## src/verilog/rcs_params.svh

```systemverilog
`ifndef RCS_PARAMS_SVH
`define RCS_PARAMS_SVH

// Timebase: the clock period and the timebase tick, both in nanoseconds.
`define CLK_PERIOD_NS 50
`define TICK_NS 1000
`define TICK_CYCLES (`TICK_NS / `CLK_PERIOD_NS)

// Reset intervals in microseconds (one timebase tick each).
`define POR_DELAY_US 10
`define INT_RESET_US 2

// Crystal start-up counter: 1024 oscillator periods on a 10-bit counter.
`define OST_LAST 10'h3FF

// Register byte offsets.
`define REG_CFG 12'h000
`define REG_OSC 12'h004
`define REG_FLAGS 12'h008
`define REG_STAT 12'h00C

// Configuration register fields.
`define CFG_NOSC_LSB 0
`define CFG_SWEN_BIT 3
`define CFG_TWOSPD_BIT 4
`define CFG_FAIL_SAFE_CLOCK_MONITOR_BIT 5
`define CFG_EXTCLK_BIT 6
`define CFG_RESET 7'h00

// Oscillator control register fields.
`define OSC_NOSC_LSB 0
`define OSC_SWREQ_BIT 7
`define OSC_CURRENT_OSC_SELECT_LSB 12

// Reset flag positions and the power-on value of the flags.
`define FL_TRAP 15
`define FL_IOPU 14
`define FL_EXT 7
`define FL_SWR 6
`define FL_WDT 4
`define FL_BOR 1
`define FL_POR 0
`define FLAGS_POR 16'h0003
`define FLAGS_MASK 16'hC0D3

// Oscillator source codes.
`define OSC_FRC 3'h0
`define OSC_FRCPLL 3'h1
`define OSC_PRI 3'h2
`define OSC_PRIPLL 3'h3
`define OSC_SECONDARY_CRYSTAL_OSC 3'h4
`define OSC_LOW_POWER_RC_OSC 3'h5
`define OSC_FDIV 3'h6
`define OSC_DCO 3'h7

// AXI responses.
`define RESP_OKAY 2'h0
`define RESP_SLVERR 2'h2

`endif

```

## src/verilog/rcs_pkg.sv

```systemverilog
package rcs_pkg;

  typedef enum logic [3:0] {
    RS_POR = 4'b0001,
    RS_REG = 4'b0010,
    RS_INT = 4'b0100,
    RS_RUN = 4'b1000
  } rst_state_e;

  typedef enum logic [2:0] {
    CK_WAIT = 3'b001,
    CK_INTERIM = 3'b010,
    CK_RUN = 3'b100
  } ck_state_e;

  // Same-clock reset requests from the core, one-cycle pulses or levels.
  typedef struct packed {
    logic wdt;
    logic software_reset;
    logic illegal_op;
    logic uninit_w;
    logic trap_conflict;
  } rst_src_s;

  typedef struct packed {
    logic [9:0] cnt;
    logic done;
  } ost_s;

  typedef struct packed {
    rst_state_e rs;
    ck_state_e ck;
    logic [4:0] pre;
    logic tick;
    logic [7:0] tcnt;
    logic [7:0] rcnt;
    logic por_s1, por_s2, bor_s1, bor_s2, pin_s1, pin_s2;
    logic pll_s1, pll_s2, valid_s1, valid_s2, xt_s1, xt_s2, xt_s3;
    logic [6:0] cfg;
    logic [2:0] nosc;
    logic [2:0] active;
    logic [2:0] tgt;
    logic [15:0] flags;
    logic ost_restart;
    logic clk_rel;
    logic cpu_run;
    logic mrst;
    logic fail_safe_clock_monitor;
    logic fail_seen;
    logic trap;
    logic awready, wready, aw_have, w_have;
    logic [11:0] awaddr;
    logic [31:0] wdata;
    logic [3:0] wstrb;
    logic bvalid;
    logic [1:0] bresp;
    logic arready, rvalid;
    logic [31:0] rdata;
    logic [1:0] rresp;
  } rcs_state_s;

endpackage

```

## src/verilog/ost_counter.sv

```systemverilog
`timescale 1ns/1ps
`include "rcs_params.svh"

module ost_counter
  import rcs_pkg::*;
(
  input wire logic aclk,
  input wire logic aresetn,
  input wire logic restart,
  input wire logic osc_edge,
  output logic done
);

  ost_s s_q;
  ost_s s_d;

  always_comb begin
    s_d = s_q;
    if (restart) begin
      s_d = '0;
    end else if (osc_edge && !s_q.done) begin
      // The last of the 1024 periods releases the clock; the counter then rests.
      if (s_q.cnt == `OST_LAST) begin
        s_d.done = 1'b1;
      end else begin
        s_d.cnt = s_q.cnt + 10'h001;
      end
    end
  end

  always_ff @(posedge aclk) begin
    if (!aresetn) begin
      s_q <= '0;
    end else begin
      s_q <= s_d;
    end
  end

  assign done = s_q.done;

endmodule

```

## src/verilog/reset_clock_release_sequencer.sv

```systemverilog
`timescale 1ns/1ps
`include "rcs_params.svh"

// Functional notes
// - With clock switching on, power-on and brown-out resets take the source from the config.
// - With clock switching on, pin, watchdog and software resets keep the current source.
// - With clock switching off, every reset takes the source from the config.
// - Power-on holds reset for power-on, regulator and internal delays; brown-out skips the first unless DIGITAL_CTRL_OSC.
// - Pin, watchdog, software, opcode, W-register and trap resets hold only the internal delay.
// - After power-on or brown-out the clock waits on none, lock, start-up counter or RC start-up.
// - A 10-bit counter counts 1024 crystal periods before the crystal clock is released.
// - Two-speed start-up runs on the fast RC first, then moves to the primary when it is ready.
// - Oscillator, counter and lock sequencing run apart from the reset delays.
// - The core does not run until a clock has been released.
// - The clock monitor starts watching when master reset is released.
// - A monitor failure moves to the fast RC and raises an oscillator-fail trap.
// - Start-up counting and lock run alongside the master reset delay.
// - Power-on clears all reset flags but sets the brown-out and power-on flags.
////////////////////////////////////////////////////////////////////////////////

module reset_clock_release_sequencer
  import rcs_pkg::*;
#(
  parameter int REG_STARTUP_US = 10,
  parameter int FRC_STARTUP_US = 2,
  parameter int LOW_POWER_RC_OSC_STARTUP_US = 4,
  parameter int DCO_STARTUP_US = 2
)(
  input wire logic aclk,
  input wire logic aresetn,
  input wire logic [11:0] s_axi_awaddr,
  input wire logic s_axi_awvalid,
  output logic s_axi_awready,
  input wire logic [31:0] s_axi_wdata,
  input wire logic [3:0] s_axi_wstrb,
  input wire logic s_axi_wvalid,
  output logic s_axi_wready,
  output logic [1:0] s_axi_bresp,
  output logic s_axi_bvalid,
  input wire logic s_axi_bready,
  input wire logic [11:0] s_axi_araddr,
  input wire logic s_axi_arvalid,
  output logic s_axi_arready,
  output logic [31:0] s_axi_rdata,
  output logic [1:0] s_axi_rresp,
  output logic s_axi_rvalid,
  input wire logic s_axi_rready,
  input wire logic power_on_event,
  input wire logic brown_out_event,
  input wire logic external_reset_pin_n,
  input wire rst_src_s core_reset_req,
  input wire logic pll_locked,
  input wire logic crystal_clk,
  input wire logic sys_clk_valid,
  output logic master_reset_signal,
  output logic sys_clk_release,
  output logic [2:0] sys_clk_source,
  output logic cpu_run_en,
  output logic fail_safe_clock_monitor_active,
  output logic osc_fail_trap
);

  rcs_state_s s_q;
  rcs_state_s n;
  logic ost_done;

  ////////////////////////////////////////////////////////////////////////////////

  function automatic logic [31:0] merge(input logic [31:0] old, input logic [31:0] wd,
                                        input logic [3:0] be);
    logic [31:0] r;
    r = old;
    for (int i = 0; i < 4; i++) begin
      if (be[i]) begin
        r[i*8 +: 8] = wd[i*8 +: 8];
      end
    end
    return r;
  endfunction

  function automatic logic is_pll(input logic [2:0] src);
    return (src == `OSC_FRCPLL) || (src == `OSC_PRIPLL);
  endfunction

  function automatic logic is_primary(input logic [2:0] src);
    return (src == `OSC_PRI) || (src == `OSC_PRIPLL);
  endfunction

  function automatic logic needs_ost(input logic [2:0] src, input logic ext_clk);
    return (is_primary(src) && !ext_clk) || (src == `OSC_SECONDARY_CRYSTAL_OSC);
  endfunction

  function automatic logic [7:0] rc_ticks(input logic [2:0] src);
    logic [7:0] t;
    t = 8'h00;
    if (src == `OSC_FRC || src == `OSC_FRCPLL || src == `OSC_FDIV) begin
      t = 8'(FRC_STARTUP_US);
    end else if (src == `OSC_LOW_POWER_RC_OSC) begin
      t = 8'(LOW_POWER_RC_OSC_STARTUP_US);
    end else if (src == `OSC_DCO) begin
      t = 8'(DCO_STARTUP_US);
    end
    return t;
  endfunction

  ////////////////////////////////////////////////////////////////////////////////

  logic por_lvl, bor_lvl, pin_lvl, core_lvl, any_rst, swen, twospd, ext_clk;
  logic restart, twospd_pri, rc_done, src_ready;
  logic [2:0] sel, new_src, cfg_nosc;
  logic [7:0] rc_goal;
  logic [15:0] hw_set;
  logic [31:0] cfg_mw, flags_mw;

  always_comb begin
    n = s_q;
    n.trap = 1'b0;
    n.ost_restart = 1'b0;
    cfg_mw = merge(32'(s_q.cfg), s_q.wdata, s_q.wstrb);
    flags_mw = merge(32'(s_q.flags), s_q.wdata, s_q.wstrb);
    // Two-flop synchronisers for everything that arrives from outside this clock.
    n.por_s1 = power_on_event;
    n.por_s2 = s_q.por_s1;
    n.bor_s1 = brown_out_event;
    n.bor_s2 = s_q.bor_s1;
    n.pin_s1 = external_reset_pin_n;
    n.pin_s2 = s_q.pin_s1;
    n.pll_s1 = pll_locked;
    n.pll_s2 = s_q.pll_s1;
    n.valid_s1 = sys_clk_valid;
    n.valid_s2 = s_q.valid_s1;
    n.xt_s1 = crystal_clk;
    n.xt_s2 = s_q.xt_s1;
    n.xt_s3 = s_q.xt_s2;

    // The timebase never stops, so an interval rounds up by at most one tick.
    n.tick = (s_q.pre == 5'(`TICK_CYCLES - 1));
    n.pre = n.tick ? 5'h00 : s_q.pre + 5'h01;

    por_lvl = s_q.por_s2;
    bor_lvl = s_q.bor_s2;
    pin_lvl = !s_q.pin_s2;
    core_lvl = |core_reset_req;
    any_rst = por_lvl || bor_lvl || pin_lvl || core_lvl;
    cfg_nosc = s_q.cfg[`CFG_NOSC_LSB +: 3];
    swen = s_q.cfg[`CFG_SWEN_BIT];
    twospd = s_q.cfg[`CFG_TWOSPD_BIT];
    ext_clk = s_q.cfg[`CFG_EXTCLK_BIT];
    sel = (!swen || por_lvl || bor_lvl) ? cfg_nosc : s_q.active;
    restart = 1'b0;
    new_src = s_q.tgt;

    // Master reset stage sequencing; a held reset source keeps restarting its stage.
    if (por_lvl) begin
      n.rs = RS_POR;
      n.tcnt = 8'h00;
    end else if (bor_lvl) begin
      n.rs = (sel == `OSC_DCO) ? RS_POR : RS_REG;
      n.tcnt = 8'h00;
    end else if (pin_lvl || core_lvl) begin
      n.rs = RS_INT;
      n.tcnt = 8'h00;
    end else if (s_q.tick) begin
      unique case (s_q.rs)
        RS_POR: begin
          n.tcnt = (s_q.tcnt == 8'(`POR_DELAY_US)) ? 8'h00 : s_q.tcnt + 8'h01;
          n.rs = (s_q.tcnt == 8'(`POR_DELAY_US)) ? RS_REG : RS_POR;
        end
        RS_REG: begin
          n.tcnt = (s_q.tcnt == 8'(REG_STARTUP_US)) ? 8'h00 : s_q.tcnt + 8'h01;
          n.rs = (s_q.tcnt == 8'(REG_STARTUP_US)) ? RS_INT : RS_REG;
        end
        RS_INT: begin
          n.tcnt = (s_q.tcnt == 8'(`INT_RESET_US)) ? 8'h00 : s_q.tcnt + 8'h01;
          n.rs = (s_q.tcnt == 8'(`INT_RESET_US)) ? RS_RUN : RS_INT;
        end
        RS_RUN: begin
          n.tcnt = 8'h00;
        end
        default: begin
          n.rs = RS_POR;
          n.tcnt = 8'h00;
        end
      endcase
    end
    n.mrst = (n.rs != RS_RUN);

    // Among resets, only power-on, brown-out or a change of source restarts the clock delays.
    if (any_rst && (por_lvl || bor_lvl || sel != s_q.active)) begin
      restart = 1'b1;
      new_src = sel;
    end

    // Reset flags: a hardware set always wins over a software write.
    hw_set = 16'h0000;
    hw_set[`FL_BOR] = bor_lvl;
    hw_set[`FL_EXT] = pin_lvl;
    hw_set[`FL_WDT] = core_reset_req.wdt;
    hw_set[`FL_SWR] = core_reset_req.software_reset;
    hw_set[`FL_IOPU] = core_reset_req.illegal_op || core_reset_req.uninit_w;
    hw_set[`FL_TRAP] = core_reset_req.trap_conflict;

    // Clock monitor starts on the cycle master reset falls.
    if (n.mrst) begin
      n.fail_safe_clock_monitor = 1'b0;
    end else if (s_q.mrst && s_q.cfg[`CFG_FAIL_SAFE_CLOCK_MONITOR_BIT]) begin
      n.fail_safe_clock_monitor = 1'b1;
    end
    if (s_q.fail_safe_clock_monitor && !n.mrst && !s_q.valid_s2 && s_q.active != `OSC_FRC) begin
      n.trap = 1'b1;
      n.fail_seen = 1'b1;
      restart = 1'b1;
      new_src = `OSC_FRC;
    end

    // AXI4-Lite write channels are taken independently, then answered together.
    if (s_q.awready && s_axi_awvalid) begin
      n.aw_have = 1'b1;
      n.awaddr = s_axi_awaddr;
    end
    if (s_q.wready && s_axi_wvalid) begin
      n.w_have = 1'b1;
      n.wdata = s_axi_wdata;
      n.wstrb = s_axi_wstrb;
    end
    if (s_q.bvalid && s_axi_bready) begin
      n.bvalid = 1'b0;
    end
    if (s_q.aw_have && s_q.w_have && !s_q.bvalid) begin
      n.aw_have = 1'b0;
      n.w_have = 1'b0;
      n.bvalid = 1'b1;
      n.bresp = `RESP_OKAY;
      unique case ({s_q.awaddr[11:2], 2'b00})
        `REG_CFG: begin
          n.cfg = cfg_mw[6:0];
        end
        `REG_OSC: begin
          if (s_q.wstrb[0]) begin
            n.nosc = s_q.wdata[`OSC_NOSC_LSB +: 3];
            // A software switch request restarts the delays for the new source.
            if (s_q.wdata[`OSC_SWREQ_BIT] && swen && !n.trap) begin
              restart = 1'b1;
              new_src = s_q.wdata[`OSC_NOSC_LSB +: 3];
            end
          end
        end
        `REG_FLAGS: begin
          n.flags = flags_mw[15:0] & `FLAGS_MASK;
        end
        `REG_STAT: begin
          n.bresp = `RESP_OKAY;
        end
        default: begin
          n.bresp = `RESP_SLVERR;
        end
      endcase
    end
    n.flags = por_lvl ? `FLAGS_POR : (n.flags | hw_set);
    n.awready = !n.aw_have && !n.bvalid;
    n.wready = !n.w_have && !n.bvalid;

    if (s_q.rvalid && s_axi_rready) begin
      n.rvalid = 1'b0;
    end
    if (s_q.arready && s_axi_arvalid) begin
      n.rvalid = 1'b1;
      n.rresp = `RESP_OKAY;
      n.rdata = 32'h0000_0000;
      unique case ({s_axi_araddr[11:2], 2'b00})
        `REG_CFG: n.rdata = 32'(s_q.cfg);
        `REG_OSC: begin
          n.rdata[`OSC_CURRENT_OSC_SELECT_LSB +: 3] = s_q.active;
          n.rdata[`OSC_NOSC_LSB +: 3] = s_q.nosc;
        end
        `REG_FLAGS: n.rdata = 32'(s_q.flags);
        `REG_STAT: n.rdata = 32'({s_q.cpu_run, s_q.fail_seen, s_q.fail_safe_clock_monitor, s_q.clk_rel,
                                  s_q.ck, s_q.rs});
        default: n.rresp = `RESP_SLVERR;
      endcase
    end
    n.arready = !n.rvalid;

    // Clock delays run beside the reset stages and never wait for them.
    twospd_pri = twospd && is_primary(s_q.tgt);
    rc_goal = twospd_pri ? 8'(FRC_STARTUP_US) : rc_ticks(s_q.tgt);
    rc_done = (s_q.rcnt >= rc_goal);
    // The counter clears one cycle after a restart, so its stale done flag is ignored then.
    src_ready = (!needs_ost(s_q.tgt, ext_clk) || (ost_done && !s_q.ost_restart))
                && (!is_pll(s_q.tgt) || s_q.pll_s2);
    if (restart) begin
      n.tgt = new_src;
      n.ck = CK_WAIT;
      n.rcnt = 8'h00;
      n.ost_restart = 1'b1;
      n.clk_rel = 1'b0;
      n.active = (twospd && is_primary(new_src)) ? `OSC_FRC : new_src;
    end else begin
      if (s_q.tick && !rc_done) begin
        n.rcnt = s_q.rcnt + 8'h01;
      end
      unique case (s_q.ck)
        CK_WAIT: begin
          if (!s_q.mrst && rc_done && src_ready) begin
            n.ck = CK_RUN;
            n.clk_rel = 1'b1;
            n.active = s_q.tgt;
          end else if (!s_q.mrst && twospd_pri && rc_done) begin
            n.ck = CK_INTERIM;
            n.clk_rel = 1'b1;
            n.active = `OSC_FRC;
          end
        end
        CK_INTERIM: begin
          if (src_ready) begin
            n.ck = CK_RUN;
            n.active = s_q.tgt;
          end
        end
        CK_RUN: begin
          n.clk_rel = 1'b1;
        end
        default: begin
          n.ck = CK_WAIT;
          n.clk_rel = 1'b0;
        end
      endcase
    end
    n.cpu_run = !n.mrst && n.clk_rel;
  end

  ////////////////////////////////////////////////////////////////////////////////

  // Reset release counts as a power-on: the sequence begins with the full delay.
  always_ff @(posedge aclk) begin
    if (!aresetn) begin
      s_q <= '0;
      s_q.rs <= RS_POR;
      s_q.ck <= CK_WAIT;
      s_q.pin_s1 <= 1'b1;
      s_q.pin_s2 <= 1'b1;
      s_q.cfg <= `CFG_RESET;
      s_q.flags <= `FLAGS_POR;
      s_q.mrst <= 1'b1;
      s_q.ost_restart <= 1'b1;
    end else begin
      s_q <= n;
    end
  end

  // The crystal is sampled here, so it must run below half the system clock.
  ost_counter u_ost (
    .aclk(aclk),
    .aresetn(aresetn),
    .restart(s_q.ost_restart),
    .osc_edge(s_q.xt_s2 && !s_q.xt_s3),
    .done(ost_done)
  );

  assign s_axi_awready = s_q.awready;
  assign s_axi_wready = s_q.wready;
  assign s_axi_bvalid = s_q.bvalid;
  assign s_axi_bresp = s_q.bresp;
  assign s_axi_arready = s_q.arready;
  assign s_axi_rvalid = s_q.rvalid;
  assign s_axi_rdata = s_q.rdata;
  assign s_axi_rresp = s_q.rresp;
  assign master_reset_signal = s_q.mrst;
  assign sys_clk_release = s_q.clk_rel;
  assign sys_clk_source = s_q.active;
  assign cpu_run_en = s_q.cpu_run;
  assign fail_safe_clock_monitor_active = s_q.fail_safe_clock_monitor;
  assign osc_fail_trap = s_q.trap;
endmodule

```

## config.mk

```make
export PLATFORM = sky130hd
export DESIGN_NAME = reset_clock_release_sequencer
export DESIGN_NICKNAME = d
export VERILOG_FILES = /design/src/verilog/rcs_pkg.sv /design/src/verilog/ost_counter.sv /design/src/verilog/reset_clock_release_sequencer.sv
export VERILOG_INCLUDE_DIRS = /design/src /design/src/verilog
export SDC_FILE = /design/constraint.sdc
export NUM_CORES = 1
export LEC_CHECK = 0
export ABC_AREA = 0
export CORE_MARGIN = 5
export CORE_UTILIZATION = 45
export CTS_CLUSTER_SIZE = 25
export DETAILED_ROUTE_END_ITERATION = 16
export DONT_BUFFER_PORTS = 1
export PLACE_DENSITY = 0.71
export SETUP_SLACK_MARGIN = 0.5
export SLEW_MARGIN = 20
export SYNTH_ARGS = -nofsm -noshare
export SYNTH_HDL_FRONTEND = slang
export SYNTH_SLANG_ARGS = --single-unit
```

## constraint.sdc

```tcl
create_clock -name aclk -period 3.6 [get_ports aclk]
set_input_delay 0.72 -clock aclk [delete_from_list [all_inputs] [get_ports aclk]]
set_output_delay 0.72 -clock aclk [all_outputs]
set_load 0.05 [all_outputs]
```

==> results of run 1 <==
==> flip-flops by register name (all words and copies together), names as in the netlist, 3 cells and up <==
register / flops
cfg_nosc: 3
sys_clk_source: 3
u_ost.s_q: 10
s_axi_rdata: 15
s_q: 75
n: 7
==> path summary, 6_finish.rpt <==
path / to / from / slack, ns
hold reg to reg: s_q[137] / n[137] / 0.41
setup reg to reg: sys_clk_source[0] / s_axi_bvalid / 0.96
setup / recovery: sys_clk_source[0] / s_axi_bvalid / 0.96
hold / removal: s_q[99] / aresetn / 0.37
==> final cells by class <==
type | instances | area (sq um)
clock buffers | 20 | 467
clock inverters | 12 | 154
fillers | 1179 | 6280
inverters | 18 | 67.6
multi-input cells | 481 | 2830
flip-flops and latches | 129 | 2580
well taps | 172 | 215
repair buffers | 4 | 30.0
==> synthesized netlist by cell type, types with 3 or more instances <==
cell      number
nor4b_1        3
dfxtp_1      129
clkbuf_1      19
and4_1         3
nand2b_1      11
nor3b_1        5
nor2_1        78
ha_1           7
buf_1          4
inv_1         16
and2_1        20
nor2b_1        7
a41oi_1        3
nor4_1         9
nor3_1        20
o21ai_0       13
o31ai_1        3
xnor2_1        5
a21boi_0       3
mux2_2         4
a31oi_1        3
or4_1          3
and3b_1        3
xor2_1        16
and3_1         7
a22oi_1       10
nand2_1       86
a21oi_1       52
mux2i_1       23
buf_4         39
a21o_1         3
nand3_1       17
nand4_1        8
==> per-layer routing <==
metal / GRT usage [%] / share of wire, %
met1: 20.4 / 42
met2: 27.6 / 48
met3: 5.76 / 7.3
met4: 6.99 / 2.2
met5: 0 / 0
==> report_power, final <==
| group | switching (W) | internal [W] | leakage (nW) | total, W |
|---|---|---|---|---|
| Sequential | 0.0000514 | 0.00147 | 1.05 | 0.00152 |
| Combinational | 0.000135 | 0.0000571 | 1.05 | 0.000192 |
| Clock | 0.000641 | 0.00114 | 0.299 | 0.00179 |
| Total | 0.000828 | 0.00267 | 2.39 | 0.00350 |
==> cell families after synthesis <==
| logic type | synth area share, % |
|---|---|
| AND/OR/NAND/NOR | 25.4 |
| flip-flops | 44.5 |
| AO/OA/AOI/OAI | 12.0 |
| buffers and inverters | 7.87 |
| multiplexers | 5.52 |
| XOR/XNOR | 3.17 |
| adder cells (fa/ha/maj) | 1.51 |
| other | 0.0647 |
==> per-stage QoR <==
step | std cells | hold WS, ns | utilization, %
floorplan | 692 | 0.386 | -
global placement | 804 | 0.389 | 45.4
detailed placement | 804 | 0.401 | 45.4
CTS | 836 | 0.359 | 50.3
global route | 836 | 0.362 | 50.3
finish | 836 | 0.374 | 50.3
==> results_dict.tcl, run 1 <==
set metrics [dict create \
    maxCapViolations 0 \
    cts_buffers 17 \
    grt_pass1_vias 4148 \
    vias 4458 \
    drive_above_1_share_pct 7.83 \
    synth_largest_area_cell "dfxtp_1" \
    period_share_pct 73.3 \
    crit_buf_inv 0 \
    portBuffers 0 \
    yosys_warnings 0 \
    gp_congestion 0.838 \
    place_area_sq_mm 0.00572 \
    die-area_sq_mm 0.0153 \
    hold_viol_final 0 \
    final_cell_mix "dfxtp_1, nand2_1, nor2_1" \
    drt_iter0_drc 314 \
    cp-start-kind "flop" \
    area_growth_pct 9.39 \
    path_clk_slew_ns 0.06 \
    ys_async_sr_fraction_pct 0 \
    htree_levels 4 \
    ant_nets 0 \
    die_w_microns 124 \
    drt_wl_total_mm 12.8 \
    fin_setup_tns_ns 0 \
    initial_utilization_pct 46.0 \
    clock_sinks 129 \
    postSynthAreaPerCell_sq_um 8.60 \
    p_leak_nw 2.39 \
    max-vdd-ir-drop_mv 0.380 \
    synthDominantCellAreaShare_pct 44.5 \
    grt_max_degree 37 \
    cellPowerDensity_mw_per_mm2 551 \
    worst-path-stages 7 \
    reg2regPathDepth 7 \
    outcome "finished, final reports clean" \
    crit_family "simple AND/OR/NAND/NOR gates" \
    ys_types 63 \
    antenna_cells 0 \
    rsz0062_at_grt "false" \
    min_path_type "in2reg" \
    fmax_ghz 0.379 \
    critical_path_arrival_ns 2.94 \
    io_pins 127 \
    slowest_stage "dfxtp_1" \
    die_h_microns 124 \
    min_path_cells 1 \
    clk_latency_ns 0.42 \
    final_nets 736 \
    grt_pass1_wl_mm 20.1 \
    globalRouteTotalUtil_pct 16.9 \
    core_sq_mm 0.0126 \
    post_cts_buffers 0 \
    clk_path_buf_depth 2 \
    dp_slack_ns 0.993 \
    endpoint_kind "flop" \
    dp_hpwl_mm 9.56 \
    ys_seq_area_share_pct 44.5 \
    cts_resized 0 \
    firstDrtPassIters 5 \
    cp_slowest_stage_delay_ns 0.49 \
    ys.flop_type "dfxtp_1" \
    syn-cell-area_sq_mm 0.00580 \
    skew_ns 0.00759 \
    p_total_w 0.00350 \
    vias_per_cell 5.33 \
    synth_enable_flop_cells 0 \
    critical_path.max_fanout 7 \
    netlist_instances 674 \
    period_minus_slack_ns 2.64 \
    final.setup.worst_slack_ns 0.961 \
    final-setup-viol-count 0 \
    required_ns 3.90 \
    cts_tree "built" \
    slew_headroom_pct 49.9 \
    antenna_found_initial 0 \
    synth_area_leaders "dfxtp_1, nand2_1, buf_4, nor2_1, a21oi_1" \
    final_area_sq_mm 0.00634 \
    tightest_slew_ns 0.748 \
    ys_seq_elements 129 \
    cts_hold_buf 0 \
    drc 0 \
    cts-root-buf "clkbuf_16" \
    maxSlewViolCount 0 \
    worst-setup-path-type "reg2reg" \
    mostFrequentLayoutCell "dfxtp_1" \
    routedWlPerCell_microns 15.3 \
    grt_overflow_total 0 \
    path_cells "and3b_1, nand4_1, or2_2, and2_0, a21o_1, o31ai_1, a21oi_1" \
    fp-row-count 41 \
]
No activity file was read; power rests on OpenSTA's default activity.
==> run 2: changes to the inputs <==
--- a/config.mk
+++ b/config.mk
@@ -12,7 +12,7 @@
 export CTS_CLUSTER_SIZE = 25
 export DETAILED_ROUTE_END_ITERATION = 16
 export DONT_BUFFER_PORTS = 1
-export PLACE_DENSITY = 0.71
+export PLACE_DENSITY = 0.73
 export SETUP_SLACK_MARGIN = 0.5
 export SLEW_MARGIN = 20
 export SYNTH_ARGS = -nofsm -noshare
==> constraint.sdc (replaced) <==
create_clock -name aclk -period 2.3 [get_ports aclk]
set_input_delay 0.46 -clock aclk [delete_from_list [all_inputs] [get_ports aclk]]
set_output_delay 0.46 -clock aclk [all_outputs]
set_load 0.05 [all_outputs]
==> results_dict.tcl, run 2 (synthesis results as in run 1) <==
set metrics [dict create \
    path_cells "or4_4, nor4b_4, a41oi_2, and4b_2, a31o_4, nor2b_4, buf_6, and2_4" \
    final_cell_mix "dfxtp_1, nand2_1, nor2_1" \
    p_int_w 0.00427 \
    drt_iter0_drc 374 \
    drive_above_1_share_pct 18.0 \
    final_nets 773 \
    min_from "aresetn" \
    min_to "s_q[137]" \
    period_share_pct 97.4 \
    r2r_end "s_q[149]" \
    outcome "finished, final reports clean" \
    crit_family "simple AND/OR/NAND/NOR gates" \
    initial_utilization_pct 46.0 \
    vias_per_cell 5.39 \
    maxSlewViolCount 0 \
    path_clk_slew_ns 0.06 \
    clock_sinks 129 \
    period_minus_slack_ns 2.24 \
    antenna_found_initial 0 \
    power_frac_clock_pct 50.3 \
    firstDrtPassIters 4 \
    min_path_cells 1 \
    r2r-start "s_q[155]" \
    crit_buf_inv 1 \
    cts_buffers 17 \
    endpoint_kind "flop" \
    grt_pass1_wl_mm 22.2 \
    p_leak_nw 2.61 \
    final-setup-viol-count 0 \
    r2r_slack_ns 0.06 \
    cts_tree "built" \
    globalRouteTotalUtil_pct 18.5 \
    drt_wl_total_mm 13.9 \
    swShare_pct 22.2 \
    drc 0 \
    clk_latency_ns 0.42 \
    slowest_stage "or4_4" \
    skew_ns 0.0120 \
    die_w_microns 124 \
    required_ns 2.61 \
    regArea_sq_mm 0.00260 \
    p_switching_w 0.00122 \
    critical_path.max_fanout 5 \
    utilization_pct 54.3 \
    cellPowerDensity_mw_per_mm2 801 \
    ant_nets 0 \
    mostFrequentLayoutCell "dfxtp_1" \
    htree_levels 4 \
    io_pins 127 \
    dp_hpwl_mm 10.1 \
    grtUsageMet1_pct 21.0 \
    rsz0062_at_grt "true" \
    max-vdd-ir-drop_mv 0.456 \
    regMostFlops "s_q" \
    portBuffers 0 \
    area_growth_pct 18.1 \
    grt_busiest_layer "met2" \
    cp-start-kind "flop" \
    die_h_microns 124 \
    core_sq_mm 0.0126 \
    fp-row-count 41 \
    vias 4692 \
    cts-root-buf "clkbuf_16" \
    final.setup.worst_slack_ns 0.0602 \
    reg2regPathDepth 8 \
    slew_headroom_pct 53.5 \
    cp_slowest_stage_delay_ns 0.56 \
    largest_register_ffs 75 \
    dp_slack_ns 0.0158 \
    clk_path_buf_depth 2 \
    antenna_cells 0 \
    fillers 1121 \
    multiInputGateArea_sq_mm 0.00304 \
    power_frac_comb_pct 6.6 \
    maxCapViolations 0 \
    hold_viol_final 0 \
    p_seq_share_pct 43.0 \
    fmax_ghz 0.446 \
    gp_congestion 0.884 \
    grt_pass1_vias 4568 \
    routedWlPerCell_microns 16.0 \
    min_path_type "in2reg" \
    use_met2_pct 32.1 \
    critical_path_arrival_ns 2.55 \
    grt_overflow_total 0 \
    worst-setup-path-type "reg2reg" \
    die-area_sq_mm 0.0153 \
    tightest_slew_ns 0.697 \
    whs_ns 0.121 \
    fin_setup_tns_ns 0 \
    grt_max_degree 31 \
    grt.met3_usage_pct 5.90 \
]
-- run 2: how the worst max path moves through the flow --
stage	from	endpoint	slack [ns]	depth (start not counted)
3_3_place_gp	s_q[158]	cpu_run_en	0.08	8
4_1_cts	s_q[155]	cpu_run_en	0.10	8
6_report	s_q[155]	s_q[149]	0.06	8
3_5_place_dp	s_q[158]	s_q[143]	0.02	8
5_1_grt	s_q[155]	cpu_run_en	-0.02	8
2_1_floorplan	s_q[158]	cpu_run_en	0.17	8
-- run 2: repair_timing --
action,CTS,global route
setup buffers,9,5
setup endpoints to repair,47,45
resized for setup,23,31
hold buffers,0,0
pin swaps,21,16
-- run 2: final cells by class --
class                           count  area share [%]
Timing Repair Buffer               41            4.60
Sequential cell                   129            38.0
Inverter                           18            1.02
Clock buffer                       25            6.94
Clock inverter                      5            1.86
Tap cell                          172            3.14
Multi-Input combinational cell    481            44.4
-- run 2: layer usage --
metal	part of all wire [%]	up-vias
li1	-	2309
met1	40	2233
met2	52	124
met3	6.2	26
met4	1.7	0
met5	0	-
-- run 2: power by group through the flow --
| stage | logic, W | clock network (W) | registers [W] |
|---|---|---|---|
| after floorplan | 0.000315 | 0 | 0.00239 |
| after global routing | 0.000400 | 0.00290 | 0.00237 |
| after detailed placement | 0.000337 | 0 | 0.00241 |
| after CTS | 0.000343 | 0.00280 | 0.00236 |
| final | 0.000364 | 0.00276 | 0.00236 |
| after global placement | 0.000330 | 0 | 0.00241 |
-- run 2: per-stage QoR --
step	instances	total power (W)	instance area, sq um
after detailed placement	827	0.00275	5940
after CTS	866	0.00550	6690
after global placement	827	0.00274	5940
after global routing	871	0.00567	6850
after floorplan	692	0.00271	5920
final	871	0.00549	6850
